### config.mk
export PLATFORM = sky130hd
export DESIGN_NAME = cddp_top
export DESIGN_NICKNAME = d
export VERILOG_FILES = /design/src/cddp_pkg.sv /design/src/cddp_stage_if.sv /design/src/cddp_fdelay.sv /design/src/cddp_stage.sv /design/src/cddp_top.sv
export VERILOG_INCLUDE_DIRS = /design/src
export SDC_FILE = /design/constraint.sdc
export NUM_CORES = 1
export LEC_CHECK = 0
export BUFFER_PORTS_ARGS = -buffer_cell sky130_fd_sc_hd__buf_2
export CORE_ASPECT_RATIO = 1.4
export CORE_MARGIN = 3
export CORE_UTILIZATION = 30
export DETAILED_ROUTE_END_ITERATION = 10
export HOLD_SLACK_MARGIN = 0.02
export PLACE_DENSITY = 0.48
export SYNTH_ARGS = -nofsm -noshare
export SYNTH_HDL_FRONTEND = slang
export SYNTH_HIERARCHICAL = 1
export SYNTH_SLANG_ARGS = --single-unit
### constraint.sdc
create_clock -name aclk -period 10.2 [get_ports aclk]
set_input_delay 1.02 -clock aclk [delete_from_list [all_inputs] [get_ports aclk]]
set_output_delay 1.02 -clock aclk [all_outputs]
set_load 0.03 [all_outputs]
### src/cddp_consts.svh
`ifndef CDDP_CONSTS_SVH
`define CDDP_CONSTS_SVH
`define CDDP_IDX_OUT6_BYP 9'h0A0
`define CDDP_IDX_OUT6_DELAY_RAMP 9'h0A1
`define CDDP_IDX_OUT6_FRAC 9'h0A2
`define CDDP_IDX_OUT7_BYP 9'h0A3
`define CDDP_IDX_OUT7_DELAY_RAMP 9'h0A4
`define CDDP_IDX_OUT7_FRAC 9'h0A5
`define CDDP_IDX_OUT8_BYP 9'h0A6
`define CDDP_IDX_OUT8_DELAY_RAMP 9'h0A7
`define CDDP_IDX_OUT8_FRAC 9'h0A8
`define CDDP_IDX_OUT9_BYP 9'h0A9
`define CDDP_IDX_OUT9_DELAY_RAMP 9'h0AA
`define CDDP_IDX_OUT9_FRAC 9'h0AB
`define CDDP_IDX_CH3_S1_CYC 9'h199
`define CDDP_IDX_CH3_PHASE 9'h19A
`define CDDP_IDX_CH3_S2_CYC 9'h19B
`define CDDP_IDX_CH3_START 9'h19C
`define CDDP_IDX_CH4_S1_CYC 9'h19E
`define CDDP_IDX_CH4_PHASE 9'h19F
`define CDDP_IDX_CH4_S2_CYC 9'h1A0
`define CDDP_IDX_CH4_START 9'h1A1
`define CDDP_IDX_CONTROL 9'h1B0
`define CDDP_IDX_STATUS 9'h1B1
`define CDDP_IDX_RAMP67 9'h1B2
`define CDDP_IDX_RAMP89 9'h1B3
`define CDDP_HIGH_LSB 0
`define CDDP_LOW_LSB 4
`define CDDP_PO_S1_LSB 0
`define CDDP_PO_S2_LSB 4
`define CDDP_SH_S1_BIT 0
`define CDDP_SH_S2_BIT 1
`define CDDP_DBYP_BIT 0
`define CDDP_RCUR_LSB 3
`define CDDP_RCAP_LSB 0
`define CDDP_FRAC_LSB 0
`define CDDP_CTL_DCCDIS_LSB 0
`define CDDP_CTL_NOSYNC_LSB 2
`define CDDP_CTL_SOFT_SYNC 4
`define CDDP_CTL_SBYP_LSB 8
`define CDDP_REG_RST 8'h00
`define CDDP_CTL_RST 16'h0000
`define CDDP_PIN_RST 2'h2
`define CDDP_PHASE_WRAP 6'h10
`define CDDP_RAMP_STEP_UA 11'h0C8
`define CDDP_FRAC_MAX 6'h2F
`define CDDP_RESP_OKAY 2'h0
`define CDDP_RESP_SLVERR 2'h2
`endif

### src/cddp_pkg.sv
`include "cddp_consts.svh"
package cddp_pkg;
	typedef enum logic [2:0] {CDDP_HOLD = 3'h1, CDDP_WAIT = 3'h2, CDDP_RUN = 3'h4} cddp_state_e;

	function automatic logic [5:0] cddp_phase_delay(input logic sh, input logic [3:0] po,
		input logic [3:0] low);
		logic [5:0] phi;
		phi = {1'b0, sh, po};
		if (phi < `CDDP_PHASE_WRAP)
			return phi;
		return 6'(phi - `CDDP_PHASE_WRAP + {2'h0, low} + 6'h01);
	endfunction

	function automatic logic [10:0] cddp_ramp_ua(input logic [2:0] code);
		return 11'(({8'h00, code} + 11'h001) * `CDDP_RAMP_STEP_UA);
	endfunction

	function automatic logic [2:0] cddp_cap_count(input logic [2:0] f);
		return {2'h0, ~f[0]} + {2'h0, ~f[1]} + {2'h0, ~f[2]} + 3'h1;
	endfunction
endpackage

### src/cddp_stage_if.sv
`timescale 1ns/1ns
interface cddp_stage_if;
	logic [3:0] high_cnt;
	logic [3:0] low_cnt;
	logic [3:0] phase_offset_field;
	logic start_level_flag;
	logic bypass;
	logic dcc_on;
	modport cfg_src (output high_cnt, low_cnt, phase_offset_field, start_level_flag, bypass,
		dcc_on);
	modport cfg_dst (input high_cnt, low_cnt, phase_offset_field, start_level_flag, bypass,
		dcc_on);
endinterface

### src/cddp_fdelay.sv
`timescale 1ns/1ns
module cddp_fdelay #(
	parameter int FRAC_W = 6
) (
	input wire logic aclk,
	input wire logic aresetn,
	input wire logic clk_in,
	input wire logic bypass,
	input wire logic [FRAC_W-1:0] fraction,
	output logic clk_out,
	output logic stopped
);
	localparam int DEPTH = 1 << FRAC_W;
	logic [DEPTH-1:0] hist;
	logic [7:0] run_len;
	logic [7:0] half_len;
	logic prev;

	always_ff @(posedge aclk)
	begin
		if (!aresetn)
			hist <= '0;
		else
			hist <= {hist[DEPTH-2:0], clk_in};
	end

	always_ff @(posedge aclk)
	begin
		if (!aresetn)
		begin
			prev <= 1'b0;
			run_len <= 8'h01;
			half_len <= 8'hFF;
		end
		else
		begin
			prev <= clk_in;
			if (clk_in != prev)
			begin
				half_len <= run_len;
				run_len <= 8'h01;
			end
			else if (run_len != 8'hFF)
				run_len <= run_len + 8'h01;
		end
	end

	// The delay is counted in bus clocks; a delay of half the period or more cannot be honoured.
	assign stopped = !bypass && (8'(fraction) >= half_len); // see [RULE14] [RULE15]

	always_ff @(posedge aclk)
	begin
		if (!aresetn)
			clk_out <= 1'b0;
		else if (bypass)
			clk_out <= clk_in; // see [RULE18]
		else if (stopped)
			clk_out <= 1'b0; // see [RULE15]
		else
			clk_out <= hist[fraction]; // see [RULE13]
	end
endmodule // cddp_fdelay

### src/cddp_stage.sv
`timescale 1ns/1ns
`include "cddp_consts.svh"
module cddp_stage
	import cddp_pkg::*;
(
	input wire logic aclk,
	input wire logic aresetn,
	cddp_stage_if.cfg_dst cfg,
	input wire logic hold,
	input wire logic in_level,
	input wire logic in_rise,
	input wire logic in_fall,
	output logic out_level,
	output logic out_rise,
	output logic out_fall
);
	cddp_state_e state;
	logic [4:0] cnt;
	logic [5:0] wait_cnt;
	logic [5:0] delay;
	logic [4:0] total_m1;
	logic odd_dcc;
	logic next_level;

	assign total_m1 = {1'b0, cfg.high_cnt} + {1'b0, cfg.low_cnt} + 5'h01; // see [RULE1]
	assign odd_dcc = cfg.dcc_on && ({1'b0, cfg.low_cnt} == {1'b0, cfg.high_cnt} + 5'h01); // see [RULE5]
	assign delay = cddp_phase_delay(cfg.start_level_flag, cfg.phase_offset_field, cfg.low_cnt); // see [RULE7]

	always_ff @(posedge aclk)
	begin
		if (!aresetn || hold)
		begin
			state <= CDDP_HOLD;
			cnt <= 5'h00;
			wait_cnt <= 6'h00;
		end
		else
		begin
			unique case (state)
				CDDP_HOLD: state <= CDDP_WAIT;
				CDDP_WAIT:
					if (in_rise)
					begin
						if (wait_cnt == delay) // see [RULE8] [RULE9]
						begin
							state <= CDDP_RUN;
							cnt <= 5'h00;
						end
						else
							wait_cnt <= wait_cnt + 6'h01;
					end
				CDDP_RUN:
					if (in_rise)
						cnt <= (cnt == total_m1) ? 5'h00 : cnt + 5'h01; // see [RULE1]
			endcase
		end
	end

	// An odd count under correction ends its high phase on an input falling edge.
	always_comb
	begin
		next_level = out_level;
		if (cfg.bypass)
			next_level = in_level; // see [RULE3]
		else if (hold)
			next_level = cfg.start_level_flag; // see [RULE17]
		else if (state == CDDP_WAIT && in_rise && wait_cnt == delay)
			next_level = 1'b1;
		else if (state == CDDP_RUN && in_rise)
		begin
			if (cnt == total_m1)
				next_level = 1'b1;
			else if (!odd_dcc && cnt == {1'b0, cfg.high_cnt})
				next_level = 1'b0; // see [RULE4]
		end
		else if (state == CDDP_RUN && in_fall && odd_dcc && cnt == {1'b0, cfg.high_cnt} + 5'h01)
			next_level = 1'b0; // see [RULE6]
	end

	always_ff @(posedge aclk)
	begin
		if (!aresetn)
		begin
			out_level <= 1'b0;
			out_rise <= 1'b0;
			out_fall <= 1'b0;
		end
		else
		begin
			out_level <= next_level;
			out_rise <= next_level && !out_level;
			out_fall <= !next_level && out_level;
		end
	end
endmodule // cddp_stage

### src/cddp_top.sv
// Local design decision: register access over AXI4-Lite.
`timescale 1ns/1ns
`include "cddp_consts.svh"
// What this block does
// [RULE1] Stage divides by high plus low plus two.
// [RULE2] Hold start, phase, low, high per stage.
// [RULE3] Bypassed stages with correction pass input duty.
// [RULE4] Equal counts with correction give half duty.
// [RULE5] Odd division needs low one above high.
// [RULE6] Odd first stage high fraction tracks input.
// [RULE7] Phase count is sixteen start plus offset.
// [RULE8] Phase up to 15 delays that many periods.
// [RULE9] Larger phase adds low count; stages add.
// [RULE10] Each fine delay output has four fields.
// [RULE11] Ramp current is 200 uA times code+1.
// [RULE12] Capacitors equal zero bits plus one.
// [RULE13] Software keeps delay fraction at most 47.
// [RULE14] Software keeps delay within half period.
// [RULE15] Too long a fine delay stops output.
// [RULE16] Correction disable bit turns correction off.
// [RULE17] Sync applies start level and phase offset.
// [RULE18] Delay bypass routes clock around delay.
module cddp_top
	import cddp_pkg::*;
#(
	parameter int FRAC_W = 6
) (
	input wire logic aclk,
	input wire logic aresetn,
	input wire logic s_axi_awvalid,
	output logic s_axi_awready,
	input wire logic [11:0] s_axi_awaddr,
	input wire logic [2:0] s_axi_awprot,
	input wire logic s_axi_wvalid,
	output logic s_axi_wready,
	input wire logic [31:0] s_axi_wdata,
	input wire logic [3:0] s_axi_wstrb,
	output logic s_axi_bvalid,
	input wire logic s_axi_bready,
	output logic [1:0] s_axi_bresp,
	input wire logic s_axi_arvalid,
	output logic s_axi_arready,
	input wire logic [11:0] s_axi_araddr,
	input wire logic [2:0] s_axi_arprot,
	output logic s_axi_rvalid,
	input wire logic s_axi_rready,
	output logic [31:0] s_axi_rdata,
	output logic [1:0] s_axi_rresp,
	input wire logic dist_clk,
	input wire logic sync_n,
	output logic [3:0] out_clk
);
	localparam logic [4:0] SLOT_DIV = 5'h0C;
	localparam logic [4:0] SLOT_CH4 = 5'h10;
	localparam logic [4:0] SLOT_CTL = 5'h14;
	localparam logic [4:0] SLOT_STAT = 5'h15;
	localparam logic [4:0] SLOT_R67 = 5'h16;
	localparam logic [4:0] SLOT_R89 = 5'h17;
	localparam int NCFG = 20;

	logic [7:0] cfg [NCFG];
	logic [15:0] ctl;
	logic [1:0] pin_a;
	logic [1:0] pin_b;
	logic [1:0] pin_c;
	logic [1:0] pin_lvl;
	logic [1:0] next_pin;
	logic dist_rise;
	logic dist_fall;
	logic aw_held;
	logic w_held;
	logic [11:0] aw_addr;
	logic [31:0] w_data;
	logic [3:0] w_strb;
	logic do_write;
	logic [5:0] wr_slot;
	logic [5:0] rd_slot;
	logic [31:0] rd_data;
	logic [1:0] rd_resp;
	logic sync_req;
	logic [1:0] hold;
	logic [3:0] in_lvl;
	logic [3:0] in_rise;
	logic [3:0] in_fall;
	logic [3:0] st_level;
	logic [3:0] st_rise;
	logic [3:0] st_fall;
	logic [3:0] stopped;
	logic [3:0] frac_over;
	logic [11:0] caps;
	logic [43:0] ramp_ua;

	// Register indices are word numbers; the byte address is four times the index.
	function automatic logic [5:0] reg_slot(input logic [11:0] addr);
		logic [8:0] idx;
		logic [5:0] s;
		idx = addr[10:2];
		s = 6'h00;
		if (idx >= `CDDP_IDX_OUT6_BYP && idx <= `CDDP_IDX_OUT9_FRAC)
			s = {1'b1, 5'(idx - `CDDP_IDX_OUT6_BYP)};
		else if (idx >= `CDDP_IDX_CH3_S1_CYC && idx <= `CDDP_IDX_CH3_START)
			s = {1'b1, SLOT_DIV + 5'(idx - `CDDP_IDX_CH3_S1_CYC)};
		else if (idx >= `CDDP_IDX_CH4_S1_CYC && idx <= `CDDP_IDX_CH4_START)
			s = {1'b1, SLOT_CH4 + 5'(idx - `CDDP_IDX_CH4_S1_CYC)};
		else if (idx == `CDDP_IDX_CONTROL)
			s = {1'b1, SLOT_CTL};
		else if (idx == `CDDP_IDX_STATUS)
			s = {1'b1, SLOT_STAT};
		else if (idx == `CDDP_IDX_RAMP67)
			s = {1'b1, SLOT_R67};
		else if (idx == `CDDP_IDX_RAMP89)
			s = {1'b1, SLOT_R89};
		if (addr[11])
			s = 6'h00;
		return s;
	endfunction

	always_ff @(posedge aclk)
	begin
		if (!aresetn)
		begin
			pin_a <= `CDDP_PIN_RST;
			pin_b <= `CDDP_PIN_RST;
			pin_c <= `CDDP_PIN_RST;
		end
		else
		begin
			pin_a <= {sync_n, dist_clk};
			pin_b <= pin_a;
			pin_c <= pin_b;
		end
	end

	// A pin level is taken only when the last two stages agree, so a late sample never glitches.
	assign next_pin = (pin_b & pin_c) | (pin_lvl & (pin_b ^ pin_c));

	always_ff @(posedge aclk)
	begin
		if (!aresetn)
		begin
			pin_lvl <= `CDDP_PIN_RST;
			dist_rise <= 1'b0;
			dist_fall <= 1'b0;
		end
		else
		begin
			pin_lvl <= next_pin;
			dist_rise <= next_pin[0] && !pin_lvl[0];
			dist_fall <= !next_pin[0] && pin_lvl[0];
		end
	end

	assign sync_req = !pin_lvl[1] || ctl[`CDDP_CTL_SOFT_SYNC];

	cddp_stage_if st_if [4] ();

	for (genvar c = 0; c < 2; c++)
	begin : g_ch
		assign hold[c] = sync_req && !ctl[`CDDP_CTL_NOSYNC_LSB + c]; // see [RULE17]
		for (genvar s = 0; s < 2; s++)
		begin : g_st
			localparam int K = 2 * c + s;
			localparam int CYC = int'(SLOT_DIV) + 4 * c + 2 * s;
			localparam int PH = int'(SLOT_DIV) + 4 * c + 1;
			localparam int SH = int'(SLOT_DIV) + 4 * c + 3;
			localparam int POL = (s == 0) ? `CDDP_PO_S1_LSB : `CDDP_PO_S2_LSB;
			localparam int SHB = (s == 0) ? `CDDP_SH_S1_BIT : `CDDP_SH_S2_BIT;
			assign st_if[K].high_cnt = cfg[CYC][`CDDP_HIGH_LSB +: 4]; // see [RULE2]
			assign st_if[K].low_cnt = cfg[CYC][`CDDP_LOW_LSB +: 4];
			assign st_if[K].phase_offset_field = cfg[PH][POL +: 4];
			assign st_if[K].start_level_flag = cfg[SH][SHB];
			assign st_if[K].bypass = ctl[`CDDP_CTL_SBYP_LSB + K];
			assign st_if[K].dcc_on = !ctl[`CDDP_CTL_DCCDIS_LSB + c]; // see [RULE16]
			if (s == 0)
			begin : g_in
				assign in_lvl[K] = pin_lvl[0];
				assign in_rise[K] = dist_rise;
				assign in_fall[K] = dist_fall;
			end
			else
			begin : g_in
				// The second stage is clocked by the first, so the phase delays add.
				assign in_lvl[K] = st_level[K-1]; // see [RULE9]
				assign in_rise[K] = st_rise[K-1];
				assign in_fall[K] = st_fall[K-1];
			end
			cddp_stage u_stage (
				.aclk (aclk),
				.aresetn (aresetn),
				.cfg (st_if[K]),
				.hold (hold[c]),
				.in_level (in_lvl[K]),
				.in_rise (in_rise[K]),
				.in_fall (in_fall[K]),
				.out_level (st_level[K]),
				.out_rise (st_rise[K]),
				.out_fall (st_fall[K])
			);
		end
	end

	for (genvar k = 0; k < 4; k++)
	begin : g_out
		localparam int B = 3 * k;
		assign caps[3*k +: 3] = cddp_cap_count(cfg[B+1][`CDDP_RCAP_LSB +: 3]); // see [RULE12]
		assign ramp_ua[11*k +: 11] = cddp_ramp_ua(cfg[B+1][`CDDP_RCUR_LSB +: 3]); // see [RULE11]
		assign frac_over[k] = cfg[B+2][`CDDP_FRAC_LSB +: 6] > `CDDP_FRAC_MAX; // see [RULE13]
		cddp_fdelay #(
			.FRAC_W (FRAC_W)
		) u_fdelay (
			.aclk (aclk),
			.aresetn (aresetn),
			.clk_in (st_level[2*(k/2)+1]),
			.bypass (cfg[B][`CDDP_DBYP_BIT]), // see [RULE10]
			.fraction (cfg[B+2][`CDDP_FRAC_LSB +: FRAC_W]),
			.clk_out (out_clk[k]),
			.stopped (stopped[k])
		);
	end

	assign s_axi_awready = !aw_held && !s_axi_bvalid;
	assign s_axi_wready = !w_held && !s_axi_bvalid;
	assign do_write = aw_held && w_held && !s_axi_bvalid;
	assign wr_slot = reg_slot(aw_addr);

	always_ff @(posedge aclk)
	begin
		if (!aresetn)
		begin
			aw_held <= 1'b0;
			aw_addr <= 12'h000;
		end
		else if (s_axi_awvalid && s_axi_awready)
		begin
			aw_held <= 1'b1;
			aw_addr <= s_axi_awaddr;
		end
		else if (do_write)
			aw_held <= 1'b0;
	end

	always_ff @(posedge aclk)
	begin
		if (!aresetn)
		begin
			w_held <= 1'b0;
			w_data <= 32'h00000000;
			w_strb <= 4'h0;
		end
		else if (s_axi_wvalid && s_axi_wready)
		begin
			w_held <= 1'b1;
			w_data <= s_axi_wdata;
			w_strb <= s_axi_wstrb;
		end
		else if (do_write)
			w_held <= 1'b0;
	end

	always_ff @(posedge aclk)
	begin
		if (!aresetn)
		begin
			s_axi_bvalid <= 1'b0;
			s_axi_bresp <= `CDDP_RESP_OKAY;
		end
		else if (do_write)
		begin
			s_axi_bvalid <= 1'b1;
			s_axi_bresp <= (wr_slot[5] && wr_slot[4:0] <= SLOT_CTL) ?
				`CDDP_RESP_OKAY : `CDDP_RESP_SLVERR;
		end
		else if (s_axi_bready)
			s_axi_bvalid <= 1'b0;
	end

	always_ff @(posedge aclk)
	begin
		if (!aresetn)
		begin
			for (int i = 0; i < NCFG; i++)
				cfg[i] <= `CDDP_REG_RST;
		end
		else if (do_write && wr_slot[5] && wr_slot[4:0] < SLOT_CTL && w_strb[0])
			cfg[wr_slot[4:0]] <= w_data[7:0]; // see [RULE2] [RULE10]
	end

	always_ff @(posedge aclk)
	begin
		if (!aresetn)
			ctl <= `CDDP_CTL_RST;
		else if (do_write && wr_slot == {1'b1, SLOT_CTL})
		begin
			if (w_strb[0])
				ctl[7:0] <= w_data[7:0];
			if (w_strb[1])
				ctl[15:8] <= w_data[15:8];
		end
	end

	assign s_axi_arready = !s_axi_rvalid;
	assign rd_slot = reg_slot(s_axi_araddr);

	always_comb
	begin
		rd_data = 32'h00000000;
		rd_resp = `CDDP_RESP_OKAY;
		if (!rd_slot[5])
			rd_resp = `CDDP_RESP_SLVERR;
		else if (rd_slot[4:0] < SLOT_CTL)
			rd_data = {24'h000000, cfg[rd_slot[4:0]]};
		else
		begin
			unique case (rd_slot[4:0])
				SLOT_CTL: rd_data = {16'h0000, ctl};
				SLOT_STAT: rd_data = {10'h000, hold, caps, frac_over, stopped};
				SLOT_R67: rd_data = {5'h00, ramp_ua[21:11], 5'h00, ramp_ua[10:0]};
				SLOT_R89: rd_data = {5'h00, ramp_ua[43:33], 5'h00, ramp_ua[32:22]};
				default: rd_resp = `CDDP_RESP_SLVERR;
			endcase
		end
	end

	always_ff @(posedge aclk)
	begin
		if (!aresetn)
		begin
			s_axi_rvalid <= 1'b0;
			s_axi_rdata <= 32'h00000000;
			s_axi_rresp <= `CDDP_RESP_OKAY;
		end
		else if (s_axi_arvalid && s_axi_arready)
		begin
			s_axi_rvalid <= 1'b1;
			s_axi_rdata <= rd_data;
			s_axi_rresp <= rd_resp;
		end
		else if (s_axi_rready)
			s_axi_rvalid <= 1'b0;
	end
endmodule // cddp_top

; ---- Word level (Yosys, flattened, before mapping)
; Memories as Yosys holds them, arrays and structs flattened.
; Index checks and enable logic that the tools add are counted.
[word_totals]
ram_bits = 160
memories = 1
wordCells = 488
register_bits = 486
[mem_list]
columns = name, depth, word_bits, read_ports, rd_ports_with_merged_regs, wr, line
row1 = cfg, 20, 8, 21, 0, 20, cddp_top.sv:61  ; logic [7:0] cfg [NCFG];
[op_classes]
eq_ne = 65
bitwise_logic = 21
multipliers = 4
n_reduce_logical = 123
order_cmp = 31
n_mux = 125
addsub = 62
[ops]
columns = operator, count
row1 = 2-to-1 mux 6 bit, 24
row2 = case mux 27 bit (4 select lines), 1
row3 = 2-to-1 mux 5 bit, 17
row4 = == test 9 bit (second input constant), 8
row5 = logical AND 1 bit, 62
row6 = 2-to-1 mux 1 bit, 56
row7 = 2-to-1 mux 27 bit, 2
row8 = adder 6 x 1 -> 6 bit (second input constant), 8
row9 = adder 5 x 1 -> 5 bit (second input constant), 8
row10 = == test 5 bit, 8
row11 = case mux 5 bit (2 select lines), 4
row12 = >= comparator 9 bit (second input constant), 4
row13 = <= comparator 9 bit (second input constant), 4
row14 = adder 8 x 1 -> 8 bit (second input constant), 4
row15 = >= comparator 6 x 8 -> 1 bit, 4
row16 = multiplier 4 x 5 -> 8 bit (second input constant), 4
row17 = inequality test 8 bit (second input constant), 4
row18 = less-than comparator 5 bit (second input constant), 6
row19 = less-than comparator 6 x 7 -> 1 bit (second input constant), 4
row20 = adder 6 x 4 -> 6 bit, 4
row21 = binary-select mux 1 bit (select 6 bit), 4
row22 = == test 6 bit, 4
row23 = > comparator 6 bit (second input constant), 4
row24 = zero test 1 bit, 24
row25 = other kinds (42), 159

; ---- Logic depth before layout (Yosys ltp)
[logic_depth]
ltp_word = 17
mapped_depth = 16
mapped_depth_nobuf = 12

; ---- Modules after synthesis
; Netlist, hierarchy kept.
[modules_own_cells]
columns = mod, cells_each, n_inst, seq_area_each_um2, area_per_inst_um2
row1 = cddp_top, 1365, 1, 6546.3, 14097.3
row2 = cddp_fdelay, 289, 4, 1621.6, 3151.8
row3 = cddp_stage (g_ch[0].g_st[0].u_stage ...), 182, 3, 340.3, 1498.9
row4 = cddp_stage (g_ch[1].g_st[1].u_stage), 183, 1, 340.3, 1463.9

; ---- Worst setup path after synthesis
; No wires, ideal clock.
[synth_path]
kind = input to register
startpoint = input s_axi_araddr[4]
endpoint = register s_axi_rdata[1]
arrival_time_ns = 3.794
path_buffers = 3
slack_ns = 6.288
stages = 14
path_cell_list = buf_2 -> inv_1 -> ha_1 -> a21bo_2 -> o2111a_1 -> buf_2 -> and2_1 -> o311a_1 -> nand2_1 -> buf_4 -> mux4_2 -> or3_1 -> nand4_1 -> o21ai_1
[synth_between]
elab_chain_cells = 13
[synth_lines]
columns = item, line
row1 = from (decl), cddp_top.sv:43  ; input wire logic [11:0] s_axi_araddr,
row2 = branches (longest 7 deep; another with subtractor 5 bit), n/a
row3 = 2-to-1 mux 6 bit (*), cddp_top.sv:99  ; if (idx >= `CDDP_IDX_OUT6_BYP && idx <= `CDDP_IDX_OUT9_FRAC)
row4 = 2-to-1 mux 6 bit (*), cddp_top.sv:113  ; if (addr[11])
row5 = branches (longest 3 deep; another with memory (20 x 8 bit)), n/a
row6 = 2-to-1 mux 27 bit (*), cddp_top.sv:308  ; if (!rd_slot[5])
row7 = to (signal assigned), cddp_top.sv:335  ; s_axi_rdata <= rd_data;
row8 = to (decl), cddp_top.sv:47  ; output logic [31:0] s_axi_rdata,
; Every way passes the cells marked *.
; A chain may end at the register's enable or synchronous reset.

; ---- Final worst setup path
; Ends and elaborated chain as after synthesis.

==> impl_metrics.yaml <==
power_and_ir_drop:
  power_density_nw_per_um2: 154
  irDropWorstVdd_v: 0.000103
  finalPower_uw: 5610
  leakagePower_uw: 0.0147
worst_setup_path:
  r2r_slack_ns: 5.50
  slowest_stage: "buf_4"
  critPathMaxFanout: 59
  end_kind: "flip-flop"
  startpoint: "s_axi_araddr[4]"
  critical_path.max_stage_delay_ns: 0.75
  critPathBufInv: 4
  r2r-end: "cfg[10][6]$_SDFFCE_PN0P_"
  startpoint_type: "input port"
  crit_cells: 14
  arrival_ns: 5.34
  ff2ff_path_depth: 10
  cpLargestDelayFamily: "buffers and inverters"
  cp_cell_sequence: "buf_2 > inv_1 > ha_1 > a21bo_2 > o2111a_1 > a22oi_1 > o21bai_4 > buf_4 > nand2_4 > buf_4 > mux4_2 > mux2_2 > o21ai_1 > o21ai_1"
  worst_ep_required_time_ns: 10.72
  crit_path_end: "s_axi_rdata[1]$_SDFFE_PN0P_"
  path_class: "in -> reg"
  r2r-start: "aw_addr[4]$_SDFFE_PN0P_"
grt:
  track_usage_pct: 15.5
  antenna_found_initial: 1
  grt_pass1_wl_um: 139000
  overflow: 0
  first_global_vias: 23400
  grt_max_degree: 103
layout:
  fin_nets: 3481
  fillers: 11200
  drive_gt1_share_pct: 10.1
  final_cell_mix: "475 x dfxtp_1, 393 x and2_1, 321 x nand2_1"
  syn2layout_area_growth_pct: 11.8
  final_common_cell: "dfxtp_1"
floorplanning:
  die_y_um: 396
  fp.dieArea_um2: 113000
  fp.dieW_um: 284
  io_pins: 120
  start_util_pct: 30.3
  std_cell_rows: 142
  core_um2: 107000
synthesis:
  syn_area_um2: 32500
  yosys_warnings: 6
  syn_area_per_cell_um2: 10.0
  synth_cells: 3240
run_status:
  status: "finished, final reports clean"
drt:
  wl_um: 88000
  vias: 23200
  initialDrtViolationCount: 1220
  viasPerCell: 4.88
  wl_per_cell_um: 18.5
  final_antenna_net_count: 0
  drc_errors: 0
  drt_first_pass_iters: 6
clock_network:
  clock_latency_ns: 0.62
  cts_hold_buf: 0
  cts_max_path_buffers: 3
  clk_pin_slew_ns: 0.06
  ctsResizeCount: 0
  postCtsSetupRepairBufs: 0
  cts_tree: "done"
  cts_root_buffer: "clkbuf_16"
  clock-sinks: 635
  h-tree-depth: 3
  cts_buffers: 70
worst_hold_path:
  hold_path_class: "reg -> reg"
  hp-start: "pin_a[1]$_SDFF_PN1_"
job:
  drv_cap: 0
sta:
  setup_violations: 0
  period_share_pct: 47.2
  drv_slew: 0
  fmax_ghz: 0.208
  fin_crit_ns: 4.82
  rsz0062_at_grt: "no"
  clock_skew_ns: 0.0197
  relSlewSlack_pct: 25.1
  worst_pin_slew_ns: 1.12
  timing_hold_violations_final: 0
  setup_tns_ns: 0
placement:
  place_congestion: 0.829
  numPortBuffers: 84
  dp_hpwl_um: 61300
==> state kept, by name, indices dropped and copies added (netlist names), 2 cells and up <==
| signal | cells |
|---|---|
| pin_lvl | 2 |
| g_out.u_fdelay/clk_out | 4 |
| g_out.u_fdelay/half_len | 32 |
| g_out.u_fdelay/run_len | 32 |
| pin_b | 2 |
| g_out.u_fdelay/hist | 256 |
| g_ch.g_st.u_stage/out_rise | 2 |
| g_ch.g_st.u_stage/cnt | 20 |
| pin_c | 2 |
| g_ch.g_st.u_stage/state | 12 |
| g_ch.g_st.u_stage/wait_cnt | 24 |
| pin_a | 2 |
| cfg | 160 |
| ctl | 16 |
| s_axi_rdata | 27 |
| g_ch.g_st.u_stage/out_fall | 2 |
| w_strb | 2 |
| w_data | 16 |
| g_ch.g_st.u_stage/out_level | 4 |
| aw_addr | 10 |
==> area by class of cell <==
class / count / area (um2) / share of cell area, %
tap: 1440 / 1800 / 4.95
sequential: 635 / 14300 / 39.3
antenna: 1 / 2.50 / 0.00687
clock buffer: 101 / 2020 / 5.55
timing repair buffer: 123 / 723 / 1.99
clock inverter: 27 / 283 / 0.777
multi-input combinational: 2307 / 16800 / 46.1
inverter: 127 / 477 / 1.31
==> power breakdown <==
part | internal, uW | total [uW] | switching (uW)
Sequential | 2630 | 2690 | 65.4
Combinational | 141 | 372 | 231
Clock | 1470 | 2550 | 1080
Total | 4240 | 5610 | 1380
==> stage by stage <==
stage / area [um2] / utilization (%) / hold WS (ns) / worst slack [ns] / cells
6_report: 36400 / 33.9 / 0.406 / 5.38 / 4761
4_1_cts: 36400 / 33.9 / 0.408 / 5.47 / 4760
3_5_place_dp: 34100 / 31.8 / 0.398 / 4.80 / 4632
2_1_floorplan: 32600 / - / 0.386 / 6.29 / 3250
3_3_place_gp: 34100 / 31.8 / 0.394 / 4.84 / 4632
5_1_grt: 36400 / 33.9 / 0.431 / 5.20 / 4760
==> how the worst min path moves through the flow <==
stage | slack [ns] | cells past startpoint | end
CTS | 0.41 | 1 | pin_b[1]$_SDFF_PN1_
finish | 0.41 | 1 | pin_b[1]$_SDFF_PN1_
global route | 0.43 | 1 | pin_b[1]$_SDFF_PN1_
global placement | 0.39 | 1 | pin_b[1]$_SDFF_PN1_
detailed placement | 0.40 | 1 | pin_b[1]$_SDFF_PN1_
floorplan | 0.39 | 1 | pin_b[1]$_SDFF_PN1_
==> worst reg2reg max path, delay by kind of cell, from the launching register on <==
| kind | cells | cell delay [ns] |
|---|---|---|
| compound gates | 6 | 2.27 |
| buf+inv | 1 | 0.15 |
| flops | 1 | 0.65 |
| fa+ha+maj | 1 | 0.22 |
| simple gates | 2 | 1.02 |
==> layer usage <==
metal  part of all wire [%]  routed length [um]  vias to the layer above  global-route usage, %
met4                    2.7                2360                        0                   5.19
met2                     51               44500                      387                   27.8
met3                    3.3                2910                      127                   1.78
met5                      0                   0                        -                      0
met1                     43               38300                    11200                   19.2
li1                       -                   -                    11500                      -
No activity file was read; power rests on OpenSTA's default activity.
